## config.mk

```make
export PLATFORM = sky130hd
export DESIGN_NAME = fracn_ratio_mode_select
export DESIGN_NICKNAME = d
export VERILOG_FILES = /design/src/fracn_pkg.sv /design/src/fracn_ratio_mode_select.sv
export SDC_FILE = /design/constraint.sdc
export NUM_CORES = 1
export LEC_CHECK = 0
export BUFFER_PORTS_ARGS = -buffer_cell sky130_fd_sc_hd__clkbuf_2
export CAP_MARGIN = 40
export CORE_ASPECT_RATIO = 1.25
export CORE_MARGIN = 5
export CORE_UTILIZATION = 40
export CTS_CLUSTER_SIZE = 28
export DETAILED_ROUTE_END_ITERATION = 8
export HOLD_SLACK_MARGIN = 0.08
export PLACE_DENSITY = 0.64
export SETUP_SLACK_MARGIN = 0.5
export SYNTH_ARGS = -nofsm -noshare
export SYNTH_HDL_FRONTEND = slang
export SYNTH_SLANG_ARGS = --single-unit
```

## constraint.sdc

```tcl
create_clock -name REF_CLK -period 11.1 [get_ports REF_CLK]
set_input_delay 1.665 -clock REF_CLK [delete_from_list [all_inputs] [get_ports REF_CLK]]
set_output_delay 1.665 -clock REF_CLK [all_outputs]
set_load 0.005 [all_outputs]
```

## src/fracn_pkg.sv

```systemverilog
// fracn_pkg: constants and carriers shared by the fractional-n ratio mode selector
// assumes a single 50 MHz core clock; no imports anywhere, names are scoped
package fracn_pkg;

  localparam int RATIO_W      = 32;
  localparam int RATIO_INT_W  = 12;
  localparam int RATIO_FRAC_W = 20;

  // ahb register byte offsets
  localparam logic [7:0] OFS_RATIO0 = 8'h00;
  localparam logic [7:0] OFS_RATIO1 = 8'h04;
  localparam logic [7:0] OFS_RATIO2 = 8'h08;
  localparam logic [7:0] OFS_RATIO3 = 8'h0c;
  localparam logic [7:0] OFS_GLOBAL = 8'h10;
  localparam logic [7:0] OFS_STATUS = 8'h14;
  localparam logic [7:0] OFS_N      = 8'h18;
  localparam logic [7:0] OFS_MEAS   = 8'h1c;

  // global word fields
  localparam int GL_BW_LSB   = 0;
  localparam int GL_AUTO_BIT = 4;
  localparam int GL_HYB_BIT  = 5;

  // reset values
  localparam logic [31:0] RATIO_RST  = 32'h0010_0000;
  localparam logic [2:0]  BW_RST     = 3'h0;
  localparam logic [2:0]  BW_WIDE    = 3'h7;

  // timing
  localparam int CLK_MHZ          = 50;
  localparam int REF_LOSS_US      = 100;
  localparam int REF_LOSS_CYC     = REF_LOSS_US * CLK_MHZ;
  localparam int LOCK_TOL         = 16;
  localparam int LOCK_HOLD        = 8;

  typedef enum logic [1:0] {
    ST_STATIC  = 2'b00,
    ST_ACQUIRE = 2'b01,
    ST_LOCKED  = 2'b10
  } loop_state_e;

  typedef struct packed {
    logic [2:0] loop_bandwidth_floor;
    logic       auto_select;
    logic       manual_hybrid;
  } global_cfg_s;

endpackage : fracn_pkg

```

## src/fracn_ratio_mode_select.sv

```systemverilog
// fracn_ratio_mode_select: mode-set selection, fractional-n source select and digital loop
// assumes ahb-lite single-word transfers, and that the output and frequency reference clocks
// arrive as asynchronous pins sampled on REF_CLK
//
// Our own choices: register access over AHB-Lite and the placing of the registers.
`timescale 1ns/1ps
`default_nettype none

// Summary of operation
// - The synchronised two-bit mode code picks one of four stored sets and its ratio.
// - Global settings hold one value for all modes and ignore the mode pins.
// - N fed to the synthesizer is either the stored static ratio or the loop's dynamic ratio.
// - Hybrid versus static is chosen automatically by reference presence or manually.
// - The loop measures output-to-reference ratio, compares with the target, and forms N.
// - The loop runs wide bandwidth while acquiring and narrows once locked, except with a bandwidth floor of four or five.
// - The output equals the timing clock times the current N handed out.
// - The modulator dithers the integer divide so its average is the fractional ratio.
// - In hybrid mode the loop corrects N so the timing clock does not set the output rate.
// - Each ratio is unsigned 32-bit with 12 integer and 20 fraction bits.
// - After lock the loop bandwidth settles to four plus the bandwidth floor, wrapping in three bits.
module fracn_ratio_mode_select #(
  parameter int REF_LOSS_CYCLES = fracn_pkg::REF_LOSS_CYC
) (
  // clock and reset
  input  wire logic        REF_CLK,
  input  wire logic        RST,
  // ahb-lite slave
  input  wire logic        HSEL,
  input  wire logic [7:0]  HADDR,
  input  wire logic [1:0]  HTRANS,
  input  wire logic        HWRITE,
  input  wire logic [2:0]  HSIZE,
  input  wire logic [31:0] HWDATA,
  input  wire logic        HREADY,
  output logic [31:0]      HRDATA,
  output logic             HREADYOUT,
  output logic             HRESP,
  // pins
  input  wire logic [1:0]  MODE_SEL,
  input  wire logic        FREQ_REF_IN,
  input  wire logic        PLL_OUT_IN,
  // synthesizer side
  output logic [31:0]      FRAC_N,
  output logic             DIV_PLUS1,
  output logic             HYBRID_ACTIVE,
  output logic             LOCKED,
  output logic [2:0]       LOOP_BW
);

  typedef struct packed {
    logic [3:0][31:0]          user_ratio;
    fracn_pkg::global_cfg_s    gcfg;
    logic [2:0][1:0]           mode_sync;
    logic [1:0]                mode;
    logic [2:0]                ref_sync;
    logic [2:0]                out_sync;
    logic [31:0]               ref_gap;
    logic                      ref_present;
    logic [31:0]               out_cnt;
    logic [31:0]               meas;
    logic [31:0]               n;
    logic [31:0]               acc;
    logic                      carry;
    fracn_pkg::loop_state_e    st;
    logic [3:0]                hold;
    logic [2:0]                bw;
    logic                      wr_pend;
    logic [7:0]                wr_addr;
    logic [31:0]               rdata;
  } state_s;

  state_s s_r, s_nxt;

  function automatic logic is_ofs(input logic [7:0] a, input logic [7:0] o);
    return a == o;
  endfunction : is_ofs

  logic        ref_rise, out_rise, addr_ok, hybrid;
  logic [31:0] target, err, abs_err, step, rd_val;

  always_comb begin
    s_nxt     = s_r;
    ref_rise  = s_r.ref_sync[1] & ~s_r.ref_sync[2];
    out_rise  = s_r.out_sync[1] & ~s_r.out_sync[2];
    addr_ok   = HSEL & HREADY & HTRANS[1];
    // pins pass three flops; a change counts when stages two and three agree
    s_nxt.mode_sync = {s_r.mode_sync[1:0], MODE_SEL};
    if (s_r.mode_sync[1] == s_r.mode_sync[2]) begin
      s_nxt.mode = s_r.mode_sync[2];
    end
    s_nxt.ref_sync = {s_r.ref_sync[1:0], FREQ_REF_IN};
    s_nxt.out_sync = {s_r.out_sync[1:0], PLL_OUT_IN};
    target = s_r.user_ratio[s_r.mode];
    // reference presence: lost after a long gap with no edge
    if (ref_rise) begin
      s_nxt.ref_gap     = 32'h0;
      s_nxt.ref_present = 1'b1;
    end else if (s_r.ref_gap >= 32'(REF_LOSS_CYCLES)) begin
      s_nxt.ref_present = 1'b0;
    end else begin
      s_nxt.ref_gap = s_r.ref_gap + 32'h1;
    end
    // auto follows reference presence, manual follows the global hybrid bit
    hybrid = s_r.gcfg.auto_select ? s_r.ref_present : s_r.gcfg.manual_hybrid;
    // output edges per reference period, scaled to 12.20
    if (ref_rise) begin
      s_nxt.meas    = {s_r.out_cnt[11:0], 20'h0};
      s_nxt.out_cnt = 32'(out_rise);
    end else begin
      s_nxt.out_cnt = s_r.out_cnt + 32'(out_rise);
    end
    err     = target - s_r.meas;
    abs_err = err[31] ? (32'h0 - err) : err;
    step    = $signed(err) >>> s_r.bw;
    step    = (ref_rise && s_r.st != fracn_pkg::ST_STATIC) ? step : 32'h0;
    case (s_r.st)
      fracn_pkg::ST_STATIC: begin
        s_nxt.n  = target;
        s_nxt.bw = fracn_pkg::BW_WIDE;
        if (hybrid) begin
          s_nxt.st   = fracn_pkg::ST_ACQUIRE;
          s_nxt.hold = 4'h0;
        end
      end
      fracn_pkg::ST_ACQUIRE: begin
        s_nxt.n  = s_r.n + step;
        s_nxt.bw = 3'h1;
        if (!hybrid) begin
          s_nxt.st = fracn_pkg::ST_STATIC;
        end else if (ref_rise) begin
          if (abs_err[31:20] == 12'h0 && abs_err[19:0] < 20'(fracn_pkg::LOCK_TOL << 12)) begin
            s_nxt.hold = s_r.hold + 4'h1;
          end else begin
            s_nxt.hold = 4'h0;
          end
          if (s_r.hold >= 4'(fracn_pkg::LOCK_HOLD)) begin
            s_nxt.st = fracn_pkg::ST_LOCKED;
          end
        end
      end
      fracn_pkg::ST_LOCKED: begin
        s_nxt.n  = s_r.n + step;
        s_nxt.bw = 3'h4 + s_r.gcfg.loop_bandwidth_floor;
        if (!hybrid) begin
          s_nxt.st = fracn_pkg::ST_STATIC;
        end
      end
      default: begin
        s_nxt.st = fracn_pkg::ST_STATIC;
      end
    endcase
    // first-order modulator: fraction accumulates, carry adds one to the integer divide
    {s_nxt.carry, s_nxt.acc[19:0]} = {1'b0, s_r.acc[19:0]} + {1'b0, s_r.n[19:0]};
    s_nxt.acc[31:20] = 12'h0;
    // ahb write data phase
    s_nxt.wr_pend = addr_ok & HWRITE;
    s_nxt.wr_addr = HADDR;
    if (s_r.wr_pend) begin
      if (is_ofs(s_r.wr_addr, fracn_pkg::OFS_RATIO0)) begin
        s_nxt.user_ratio[0] = HWDATA;
      end else if (is_ofs(s_r.wr_addr, fracn_pkg::OFS_RATIO1)) begin
        s_nxt.user_ratio[1] = HWDATA;
      end else if (is_ofs(s_r.wr_addr, fracn_pkg::OFS_RATIO2)) begin
        s_nxt.user_ratio[2] = HWDATA;
      end else if (is_ofs(s_r.wr_addr, fracn_pkg::OFS_RATIO3)) begin
        s_nxt.user_ratio[3] = HWDATA;
      end else if (is_ofs(s_r.wr_addr, fracn_pkg::OFS_GLOBAL)) begin
        s_nxt.gcfg.loop_bandwidth_floor = HWDATA[fracn_pkg::GL_BW_LSB +: 3];
        s_nxt.gcfg.auto_select          = HWDATA[fracn_pkg::GL_AUTO_BIT];
        s_nxt.gcfg.manual_hybrid        = HWDATA[fracn_pkg::GL_HYB_BIT];
      end
    end
    // ahb read: decode in address phase, data registered
    rd_val = 32'h0;
    if (HADDR[7:4] == 4'h0) begin
      rd_val = s_r.user_ratio[HADDR[3:2]];
    end else if (is_ofs(HADDR, fracn_pkg::OFS_GLOBAL)) begin
      rd_val = {26'h0, s_r.gcfg.manual_hybrid, s_r.gcfg.auto_select, 1'b0,
                s_r.gcfg.loop_bandwidth_floor};
    end else if (is_ofs(HADDR, fracn_pkg::OFS_STATUS)) begin
      rd_val = {22'h0, s_r.bw, s_r.st, s_r.mode, s_r.ref_present, hybrid,
                s_r.st == fracn_pkg::ST_LOCKED};
    end else if (is_ofs(HADDR, fracn_pkg::OFS_N)) begin
      rd_val = s_r.n;
    end else if (is_ofs(HADDR, fracn_pkg::OFS_MEAS)) begin
      rd_val = s_r.meas;
    end
    if (addr_ok & ~HWRITE) begin
      s_nxt.rdata = rd_val;
    end
  end

  always_ff @(posedge REF_CLK or posedge RST) begin
    if (RST) begin
      s_r            <= '0;
      s_r.user_ratio <= {4{fracn_pkg::RATIO_RST}};
      s_r.gcfg       <= '{fracn_pkg::BW_RST, 1'b1, 1'b0};
      s_r.n          <= fracn_pkg::RATIO_RST;
      s_r.bw         <= fracn_pkg::BW_WIDE;
      s_r.st         <= fracn_pkg::ST_STATIC;
    end else begin
      s_r <= s_nxt;
    end
  end

  ////////////////////////////////////////////////////////////////////////////////
  // outputs; n is a registered value so the synthesizer never sees a half update
  assign FRAC_N        = s_r.n;
  assign DIV_PLUS1     = s_r.carry;
  assign HYBRID_ACTIVE = s_r.st != fracn_pkg::ST_STATIC;
  assign LOCKED        = s_r.st == fracn_pkg::ST_LOCKED;
  assign LOOP_BW       = s_r.bw;
  assign HRDATA        = s_r.rdata;
  assign HREADYOUT     = 1'b1;
  assign HRESP         = 1'b0;

  ////////////////////////////////////////////////////////////////////////////////
  // checks
  property p_mode_stable;
    @(posedge REF_CLK) disable iff (RST)
      (s_r.mode_sync[1] != s_r.mode_sync[2]) |=> $stable(s_r.mode);
  endproperty
  a_mode_stable: assert property (p_mode_stable) else $error("mode moved on disagreement");

  property p_static_n;
    @(posedge REF_CLK) disable iff (RST)
      (s_r.st == fracn_pkg::ST_STATIC) |=> (FRAC_N == $past(target));
  endproperty
  a_static_n: assert property (p_static_n) else $error("static n not target");

  property p_global_fixed;
    @(posedge REF_CLK) disable iff (RST)
      (!s_r.wr_pend) |=> $stable(s_r.gcfg);
  endproperty
  a_global_fixed: assert property (p_global_fixed) else $error("global moved");

  property p_lock_bw;
    @(posedge REF_CLK) disable iff (RST)
      LOCKED ##1 LOCKED |-> LOOP_BW == 3'(3'h4 + $past(s_r.gcfg.loop_bandwidth_floor));
  endproperty
  a_lock_bw: assert property (p_lock_bw) else $error("locked bw wrong");

  property p_acq_wide;
    @(posedge REF_CLK) disable iff (RST)
      (s_r.st == fracn_pkg::ST_ACQUIRE) ##1 (s_r.st == fracn_pkg::ST_ACQUIRE) |-> LOOP_BW == 3'h1;
  endproperty
  a_acq_wide: assert property (p_acq_wide) else $error("acquire bw not wide");

  property p_auto_drop;
    @(posedge REF_CLK) disable iff (RST)
      (s_r.gcfg.auto_select && !s_r.ref_present && HYBRID_ACTIVE) |=> !HYBRID_ACTIVE;
  endproperty
  a_auto_drop: assert property (p_auto_drop) else $error("hybrid kept without ref");

  property p_target_sel;
    @(posedge REF_CLK) disable iff (RST)
      (s_r.mode_sync[1] == s_r.mode_sync[2]) |=> (s_r.mode == $past(s_r.mode_sync[2]));
  endproperty
  a_target_sel: assert property (p_target_sel) else $error("wrong ratio set");

  property p_carry;
    @(posedge REF_CLK) disable iff (RST)
      (FRAC_N[19:0] == 20'h0) ##1 $stable(FRAC_N) |-> !DIV_PLUS1;
  endproperty
  a_carry: assert property (p_carry) else $error("carry with zero fraction");

  c_lock:   cover property (@(posedge REF_CLK) disable iff (RST) $rose(LOCKED));
  c_hybrid: cover property (@(posedge REF_CLK) disable iff (RST) $rose(HYBRID_ACTIVE));
  c_mode:   cover property (@(posedge REF_CLK) disable iff (RST) s_r.mode == 2'h3);

endmodule : fracn_ratio_mode_select

`default_nettype wire

```

==> metrics.yaml, run 1 <==
finalCritPeriodShare: 0.539
die_area_mm2: 0.0504
comb_power_share: 0.335
worst_slew_pin_slew_ns: 1.09
drt_iter0_markers: 899
ys_warn_count: 0
setup_viol: 0
synth_cells: 1739
swShare: 0.363
io_pins: 126
clk_latency_ns: 0.54
finalSetupTns_ns: 0
dp_hpwl_um: 33600
synth_top_area_frac: 0.405
cp_max_fo: 13
grt_setup_unrepaired: "no"
start_util: 0.406
outcome: "complete, no violations"
cp_slowest_cell: "dfrtp_2"
ant_nets: 0
synth.area.top_cells: "dfrtp_1 (41%), mux2_2 (8.6%), mux4_2 (7.8%), ha_1 (5.0%), mux2i_1 (3.8%)"
finalClockSkew_ns: 0.0162
setup_ws_ns: 5.12
hp-class: "flip-flop to flip-flop"
fin_nets: 1894
finalHoldViolations: 0
synth_ff_type: "dfrtp_1"
ctsResizeCount: 0
leakage_nw: 9.31
yosys.area.top_type: "dfrtp_1"
synth_cell_type_count: 71
crit_family: "simple AND/OR/NAND/NOR gates"
via_count: 13372
avgSynthCellArea_um2: 10.6
cts_hold_buf: 0
dp_worst_setup_slack_ns: 5.14
drc: 0
ir_worst_vdd_v: 0.000153
die_h_um: 250
antenna_found_initial: 2
grt_max_degree: 190
cts_tree: "yes"
fmax_ghz: 0.167
whs_ns: 0.347
finalPower_mw: 3.95
synth_area_mm2: 0.0184
timing.slew.headroom: 0.270
max_stage_delay_ns: 0.64
nFillCells: 4246
layout_commonest_cell: "dfrtp_1"
hold_path.startpoint: "s_nxt[213]"
routed_wl_um: 47300
async_flop_share: 1.00
critPathArrivalTime_ns: 6.39
p_int_mw: 2.52
cts-htree-levels: 2
gp_congestion: 0.884
grt_pass1_wl_um: 76400
cts_buffers: 36
drive_gt1_frac: 0.243
path_cells: "mux4_2 -> inv_1 -> ha_1 -> fa_1 -> nor2b_1 -> o2111a_1 -> or3_1 -> and3_1 -> or3_1 -> mux4_2 -> mux2i_1 -> nor2_1 -> ha_1 -> a21o_1 -> nand2_1 -> nand2b_1 -> a221oi_1 -> o21ai_0 -> nand2_1 -> nand4_1 -> a221o_1"
dr.pass1.iters: 6
ys_ff_latch: 307
crit_type: "flip-flop to flip-flop"
multi_input_area_mm2: 0.00973
antenna_cells: 0
viasPerCell: 5.65
clockRootBuffer: "clkbuf_16"
synth_nets: 1869
clk_pin_slew_ns: 0.06
crit_buf_inv: 1
area.sequential_mm2: 0.00770
seqPwrFrac: 0.363
synth_edf_count: 0
grt.total_usage: 0.186
routedWlPerCell_um: 20.0
syn2layout_area_growth_pct: 10.3
power.switching_mw: 1.43
io_buffers: 119
core_area_mm2: 0.0453
grt-ovfl-total: 0
clk_path_buf_depth: 3
period_minus_slack_ns: 5.98
mostFrequentLayoutCells: "dfrtp_1 (296), nand2_1 (154), nor2_1 (148)"
powerDensity_mw_per_mm2: 195
cts_sinks: 307
grt_pass1_vias: 13795
row_count: 87
drv_cap: 0
chipWidth_um: 202
setup.worst_path.end_class: "flip-flop"
startpoint: "s_r[219]"
seq_area_frac_synth: 0.418
crit_path_start_kind: "flip-flop"
cts_setup_buffers: 0
clkPwrFrac: 0.302
slew_violations: 0
r2r_start: "s_r[219]"
worst-endpoint-required_ns: 11.51
[logic make-up (layout without fill, tap and decap cells)]
| family | count (synthesis) | count (layout) | synth area share |
|---|---|---|---|
| compound gates | 335 | 335 | 0.112 |
| xor+xnor | 80 | 80 | 0.0381 |
| fa+ha+maj | 76 | 76 | 0.0529 |
| buf+inv | 196 | 246 | 0.0549 |
| flops | 307 | 307 | 0.418 |
| mux | 276 | 276 | 0.205 |
| other cells | 2 | 2 | 0.000408 |
| simple gates | 467 | 467 | 0.119 |
[cells in the mapped netlist, types with 4 or more instances]
library cell	count
a22oi_1	19
nor3_1	13
a31oi_1	7
clkbuf_1	64
dfrtp_1	298
o31ai_1	6
a222oi_1	5
o21ai_0	115
nor2_1	149
or3_1	8
mux2i_1	69
buf_4	70
nand3_1	26
a21o_1	13
mux4_2	64
xnor2_1	49
a21oi_1	92
ha_1	73
xor2_1	31
inv_1	42
nand2_1	154
o211ai_1	4
nor2b_1	34
nand2b_1	13
nor4_1	18
and2_1	5
o21a_1	16
mux2_2	141
o22ai_1	4
and3_1	15
buf_1	15
nand4_1	7
dfstp_2	9
or2_2	8
a211oi_1	18
[metal layers]
| metal | GRT usage | vias to the layer above | wire length (um) |
|---|---|---|---|
| li1 | - | 6238 | - |
| met1 | 0.247 | 6666 | 20400 |
| met2 | 0.310 | 370 | 22900 |
| met3 | 0.0321 | 94 | 2470 |
| met4 | 0.0604 | 4 | 1550 |
| met5 | 0 | - | 32 |
[through the flow]
step                      area (um2)  std cells  utilization
after global routing           20300       2367        0.448
final                          20300       2367        0.448
after floorplan                18400       1739            -
after global placement         19100       2300        0.421
after CTS                      20300       2367        0.448
after detailed placement       19100       2304        0.422
[power groups by stage]
stage / combinational, mW / sequential [mW] / clock (mW)
2_1_floorplan: 1.11 / 1.33 / 0
3_3_place_gp: 1.28 / 1.45 / 0
3_5_place_dp: 1.32 / 1.45 / 0
4_1_cts: 1.32 / 1.43 / 1.22
5_1_grt: 1.47 / 1.45 / 1.27
6_report: 1.32 / 1.43 / 1.19
[final cells by class]
type	instances	share of cell area
well taps	578	0.0357
clock buffers	48	0.0497
inverters	43	0.00833
flip-flops and latches	307	0.379
repair buffers	140	0.0389
clock inverters	15	0.00851
multi-input cells	1236	0.480
[flip-flops by register name (all words and copies together), names as in the netlist]
name and count:
s_r 231, FRAC_N 32, HRDATA 32, DIV_PLUS1 1, s_nxt 8, LOOP_BW 3
[worst paths after layout]
check,endpoint,slack [ns],cells after the start
setup / recovery,FRAC_N[31],5.12,21
hold / removal,s_nxt[214],0.35,0
setup reg to reg,FRAC_N[31],5.12,21
hold reg to reg,s_nxt[214],0.35,0
max in group asynchronous,DIV_PLUS1,8.28,3
min in group asynchronous,s_nxt[225],1.24,2
Power figures use the tool's default switching activity.
==> inputs of run 2 (changes only) <==
- ABC_AREA: unset -> 1
- clock period: 11.1 -> 5.75 ns (I/O delays scaled with it)
==> metrics.yaml, run 2 <==
die_h_um: 254  # +1.7%
drt_iter0_markers: 1433  # +59%
seq_area_frac_synth: 0.404  # -0.0143
reg2reg_depth: 24  # +14%
fmax_ghz: 0.208  # +24%
timing.slew.headroom: 0.332  # +0.0617
finalCritPeriodShare: 0.837  # +0.299
synth_edf_count: 0  # unchanged
r2r_slack_ns: 0.94  # -4.18 ns
top_register: "s_r"
crit_path_frequent_cell: "nand2_1"
whs_ns: 0.221  # -0.126 ns
mostFrequentLayoutCells: "nand2_1 (752), o21ai_0 (310), dfrtp_1 (297)"
period_minus_slack_ns: 4.81  # -1.17 ns
core_area_mm2: 0.0472  # +4.3%
cts_setup_buffers: 0  # unchanged
cts_buffers: 34  # -5.6%
synth_cell_type_count: 50  # -30%
ys_ff_latch: 307  # unchanged
ir_worst_vdd_v: 0.000290  # +89%
crit_path_start_kind: "flip-flop"
startpoint: "s_r[218]"
yosys-top-cells-count: "nand2_1 (754), o21ai_0 (314), dfrtp_1 (298), inv_1 (225), nor2_1 (208)"
row_count: 89  # +2.3%
critPathArrivalTime_ns: 5.25  # -1.14 ns
cts_hold_buf: 0  # unchanged
routed_wl_um: 60200  # +27%
drv_cap: 0  # unchanged
drive_gt1_frac: 0.0956  # -0.148
fin_cells: 3293  # +39%
grt_setup_unrepaired: "yes"
worstSetupEndpoint: "FRAC_N[31]"
r2r_start: "s_r[218]"
dr.pass1.iters: 6  # unchanged
worst_slew_pin_slew_ns: 1.00  # -0.0926 ns
layout_commonest_cell: "nand2_1"
setup.worst_path.end_class: "flip-flop"
chipWidth_um: 205  # +1.7%
grt_pass1_wl_um: 95900  # +25%
antenna_cells: 0  # unchanged
cts_tree: "yes"
grt-ovfl-total: 0  # unchanged
synth_ff_type: "dfrtp_1"
grt_pass1_vias: 17748  # +29%
viasPerCell: 5.42  # -4.1%
path_cells: "buf_4 -> o21ai_0 -> o22ai_1 -> ha_1 -> a21oi_1 -> nand3_1 -> nand2_1 -> nand2_1 -> nand2_1 -> nand2_1 -> o21ai_0 -> o21ai_0 -> o22ai_1 -> ha_1 -> nand2_1 -> inv_1 -> a21oi_1 -> nor2_1 -> nor2_1 -> o211ai_1 -> a21oi_1 -> xor2_1 -> o21ai_0 -> nand2_1"
antenna_found_initial: 0  # -2
fin_nets: 2762  # +46%
synth_top_area_frac: 0.392  # -0.0138
grt.total_usage: 0.230  # +0.0445
ant_nets: 0  # unchanged
powerDensity_mw_per_mm2: 479  # +150%
cp_slowest_cell: "dfrtp_2"
outcome: "complete, no violations"
io_pins: 126  # unchanged
finalClockSkew_ns: 0.0163  # +0.0000249 ns
dp_cells: 3233  # +40%
cp_max_fo: 14  # +1
die_area_mm2: 0.0521  # +3.4%
io_buffers: 119  # unchanged
via_count: 17837  # +33%
gp_congestion: 0.945  # +6.9%
start_util: 0.403  # -0.00287
leakage_nw: 10.4  # +12%
hp-class: "input port to asynchronous set/reset pin"
max_stage_delay_ns: 0.51  # -0.13 ns
finalHoldViolations: 0  # unchanged
drc: 0  # unchanged
clk_pin_slew_ns: 0.06  # about the same
syn2layout_area_growth_pct: 10.4
avgSynthCellArea_um2: 7.28  # -31%
slew_violations: 0  # unchanged
ys_warn_count: 0  # unchanged
clk_latency_ns: 0.56  # +0.02 ns
synth_cells: 2615  # +50%
synth_nets: 2745  # +47%
cts_sinks: 307  # unchanged
setup_viol: 0  # unchanged
synth.most_common_cell: "nand2_1"
synth_area_mm2: 0.0190  # +3.5%
clk_path_buf_depth: 3  # unchanged
grt_max_degree: 174  # -8.4%
dp_hpwl_um: 44400  # +32%
clockRootBuffer: "clkbuf_16"
routedWlPerCell_um: 18.3  # -8.5%
cts-htree-levels: 2  # unchanged
crit_type: "flip-flop to flip-flop"
yosys.area.top_type: "dfrtp_1"
reg2reg_to: "FRAC_N[31]"
worst-endpoint-required_ns: 6.18  # -5.33 ns
synth.area.top_cells: "dfrtp_1 (39%), nand2_1 (15%), o21ai_0 (8.3%), ha_1 (4.8%), inv_1 (4.4%)"
finalSetupTns_ns: 0  # unchanged
largest_reg_flops: 231  # unchanged
async_flop_share: 1.00  # unchanged
-- run 2: changes by cell type in the layout (fill, tap and decap cells not counted), moves of 57 or more --
| cell | previous run | this run |
|---|---|---|
| mux2_2 | 141 | 0 |
| nand2_1 | 154 | 752 |
| inv_1 | 41 | 222 |
| mux4_2 | 64 | 0 |
| nor2_1 | 148 | 205 |
| o21ai_0 | 115 | 310 |
| mux2i_1 | 69 | 6 |
| a21oi_1 | 92 | 157 |
| nand3_1 | 26 | 108 |
-- run 2: final cells by class --
cell class | instances | area [um2]
sequential | 307 | 7690
timing repair buffer | 157 | 970
inverter | 232 | 877
clock buffer | 49 | 987
tap | 637 | 797
fill | 4800 | 26200
multi-input combinational | 1900 | 9590
clock inverter | 11 | 105
-- run 2: how the worst min path moves through the flow --
stage | startpoint | endpoint | depth (start not counted)
2_1_floorplan | s_nxt[213] | s_nxt[214] | 0
3_3_place_gp | s_nxt[223] | s_nxt[225] | 0
3_5_place_dp | s_nxt[216] | s_nxt[217] | 0
4_1_cts | RST | s_r[181] | 2
5_1_grt | RST | s_r[293] | 2
6_report | RST | s_r[181] | 2
-- run 2: cell families (layout without fill, tap and decap cells) --
group / Yosys count / after routing / synth area share
other: 2 / 2 / 0.000394
buffers and inverters: 408 / 449 / 0.0971
and+or+nand+nor: 1176 / 1176 / 0.252
adders and majority gates: 76 / 76 / 0.0511
muxes: 6 / 6 / 0.00315
xor gates and xnor gates: 46 / 46 / 0.0212
AOI/OAI and AO/OA: 594 / 594 / 0.171
DFF: 307 / 307 / 0.404
-- run 2: metal layers --
layer  wire, um  global-route usage
met4       2420              0.0892
met5          0                   0
met2      28900               0.391
met3       3580              0.0345
met1      25400               0.297
-- run 2: repair_timing --
action	in CTS	in global routing
setup endpoints to repair	0	11
gates resized for setup	0	17
hold endpoints to repair	0	0
-- run 2: power breakdown --
group	internal, mW	switching (mW)	total (mW)
clock network	1.21	0.916	2.12
registers	2.51	0.367	2.87
logic	1.77	3.31	5.08
total	5.48	4.60	10.1
-- run 2: critical path: cells and delay by family (launching register included) --
family,cells,cell delay (ns)
AO/OA/AOI/OAI,10,2.10
flip-flops,1,0.51
XOR/XNOR,1,0.10
AND/OR/NAND/NOR,9,0.93
buffers and inverters,2,0.33
adder cells (fa/ha/maj),2,0.70
-- run 2: through the flow --
step	instance area [um2]	setup WS [ns]	util	power [mW]
finish	21000	0.935	0.445	10.1
global route	21000	0.493	0.445	10.9
CTS	21000	0.584	0.444	10.1
detailed placement	19900	0.635	0.421	7.91
global placement	19800	0.688	0.419	7.76
floorplan	19000	0.810	-	6.51
==> inputs of run 3 (changes only) <==
- ABC_AREA: 1 -> 0
- clock period: 5.75 -> 4.9 ns (I/O delays scaled with it)
==> metrics.yaml, run 3 (same netlist as run 1, synthesis figures left out) <==
outcome: "complete, but fails checks"
violations: "setup timing"
grt_max_degree: 171  # -1.7%
setup.worst_path.end_class: "flip-flop"
design_area_mm2: 0.0222  # +5.6%
crit_family: "simple AND/OR/NAND/NOR gates"
chipWidth_um: 202  # -1.6%
cts-htree-levels: 2  # unchanged
grt_setup_unrepaired: "yes"
period_minus_slack_ns: 5.07  # +0.257 ns
final_util: 0.490  # +0.0452
gp_congestion: 0.887  # -6.1%
crit_type: "flip-flop to flip-flop"
crit_buf_inv: 2  # unchanged
powerDensity_mw_per_mm2: 441  # -8.0%
crit_path_start_kind: "flip-flop"
syn2layout_area_growth_pct: 20.7
clk_latency_ns: 0.53  # -0.03 ns
cts_hold_buf: 0  # unchanged
die_h_um: 250  # -1.7%
routed_wl_um: 50300  # -17%
mostFrequentLayoutCells: "dfrtp_1 (296), buf_4 (179), nand2_1 (148)"
drc: 0  # unchanged
leakage_nw: 10.3  # -1.1%
critPathArrivalTime_ns: 5.47  # +0.22 ns
grt-ovfl-total: 0  # unchanged
fmax_ghz: 0.197  # -5.1%
viasPerCell: 5.54  # +2.2%
start_util: 0.406  # +0.00287
worst_slew_pin_slew_ns: 0.955  # -0.0477 ns
drt_iter0_markers: 991  # -31%
dp_hpwl_um: 35800  # -19%
grt_pass1_wl_um: 79500  # -17%
ant_nets: 0  # unchanged
via_count: 14079  # -21%
nFillCells: 4077  # -15%
worst-endpoint-required_ns: 5.30  # -0.88 ns
slew_violations: 0  # unchanged
cts_tree: "yes"
cp_max_fo: 8  # -6
path_cells: "buf_12 -> mux4_2 -> inv_2 -> ha_4 -> fa_2 -> nor2b_2 -> o2111a_1 -> or3_4 -> and3_4 -> or3_4 -> mux4_2 -> mux2i_1 -> nor2_1 -> ha_1 -> a21o_1 -> nand2_1 -> nand2b_1 -> a221oi_2 -> o21ai_2 -> nand2_1 -> nand4_1 -> a221o_1"
ir_worst_vdd_v: 0.000333  # +15%
clockRootBuffer: "clkbuf_16"
io_pins: 126  # unchanged
finalClockSkew_ns: 0.0209  # +0.00465 ns
timing.slew.headroom: 0.364  # +0.0318
fin_cells: 2543  # -23%
cp_slowest_cell: "mux4_2"
antenna_found_initial: 3  # +3
cts_buffers: 35  # +2.9%
dr.pass1.iters: 5  # -1
finalCritPeriodShare: 1.04  # +0.198
core_area_mm2: 0.0453  # -4.1%
die_area_mm2: 0.0504  # -3.3%
clk_pin_slew_ns: 0.06  # about the same
layout_commonest_cell: "dfrtp_1"
routedWlPerCell_um: 19.8  # +8.0%
grt_pass1_vias: 14509  # -18%
cts_sinks: 307  # unchanged
drive_gt1_frac: 0.352  # +0.256
clk_path_buf_depth: 3  # unchanged
grt.total_usage: 0.193  # -0.0375
hp-class: "input port to flip-flop"
io_buffers: 119  # unchanged
setup_viol: 5  # +5
finalHoldViolations: 0  # unchanged
max_stage_delay_ns: 0.52  # about the same
largest_reg_flops: 231  # unchanged
row_count: 87  # -2.2%
drv_cap: 0  # unchanged
setup_ws_ns: -0.172  # -1.11 ns
placed_area_mm2: 0.0202  # +1.5%
dp_cells: 2439  # -25%
top_register: "s_r"
fin_nets: 2070  # -25%
==> run 3: cell count changes in the layout (fill, tap and decap cells not counted), moves of 45 or more <==
cell / previous run / this run
nand4_1: 52 / 7
mux2_2: 0 / 141
inv_1: 222 / 39
nand3_1: 108 / 26
buf_4: 32 / 179
mux2i_1: 6 / 61
nand2_1: 752 / 148
nor2_1: 205 / 144
o21ai_0: 310 / 93
mux4_2: 0 / 66
a21oi_1: 157 / 81
==> run 3: power by group <==
group          leakage, nW  total, mW  internal, mW  switching, mW
clock network        0.573       2.74          1.66           1.08
logic                 5.66       3.88          1.84           2.04
registers             4.05       3.17          2.81          0.353
total                 10.3       9.79          6.32           3.47
==> run 3: layer usage <==
metal | share of wire | track usage | vias to the layer above | wire [um]
li1 | - | - | 6595 | -
met1 | 0.41 | 0.248 | 7011 | 20600
met2 | 0.50 | 0.337 | 368 | 25300
met3 | 0.049 | 0.0278 | 101 | 2490
met4 | 0.035 | 0.0598 | 4 | 1780
met5 | 0.00054 | 0 | - | 27
==> run 3: what timing repair did <==
action | in CTS | in global routing
buffers inserted | 21 | 19
gates resized for setup | 36 | 82
endpoints found under the setup margin | 24 | 22
pin swaps | 17 | 32
gates cloned | 0 | 2
==> run 3: area by class of cell <==
| class | count | area, um2 | area share |
|---|---|---|---|
| Clock inverter | 12 | 189 | 0.00851 |
| Tap cell | 578 | 723 | 0.0326 |
| Timing Repair Buffer | 317 | 2240 | 0.101 |
| Clock buffer | 49 | 1010 | 0.0455 |
| Sequential cell | 307 | 7700 | 0.347 |
| Antenna cell | 1 | 2.50 | 0.000113 |
| Multi-Input combinational cell | 1236 | 10200 | 0.459 |
| Inverter | 43 | 165 | 0.00744 |
==> run 3: per-stage QoR <==
step	power, mW	worst slack (ns)	hold slack [ns]	TNS (ns)
final	9.79	-0.172	0.316	-0.378
after global routing	10.4	-0.351	0.308	-1.77
after CTS	9.60	-0.198	0.300	-0.410
after detailed placement	6.73	-0.281	0.336	-0.815
after global placement	6.64	-0.186	0.335	-0.490
after floorplan	5.56	-0.184	0.331	-0.250
==> run 3: worst paths after layout <==
path                       cells after the start  slack, ns        start         end
min reg2reg                                    0       0.34   s_nxt[223]  s_nxt[225]
max reg2reg                                   22      -0.17     s_r[219]  FRAC_N[31]
min                                            1       0.32  FREQ_REF_IN  s_nxt[216]
max                                           22      -0.17     s_r[219]  FRAC_N[31]
min in group asynchronous                      3       0.42          RST     s_r[36]
max in group asynchronous                      3       3.68          RST  FRAC_N[12]
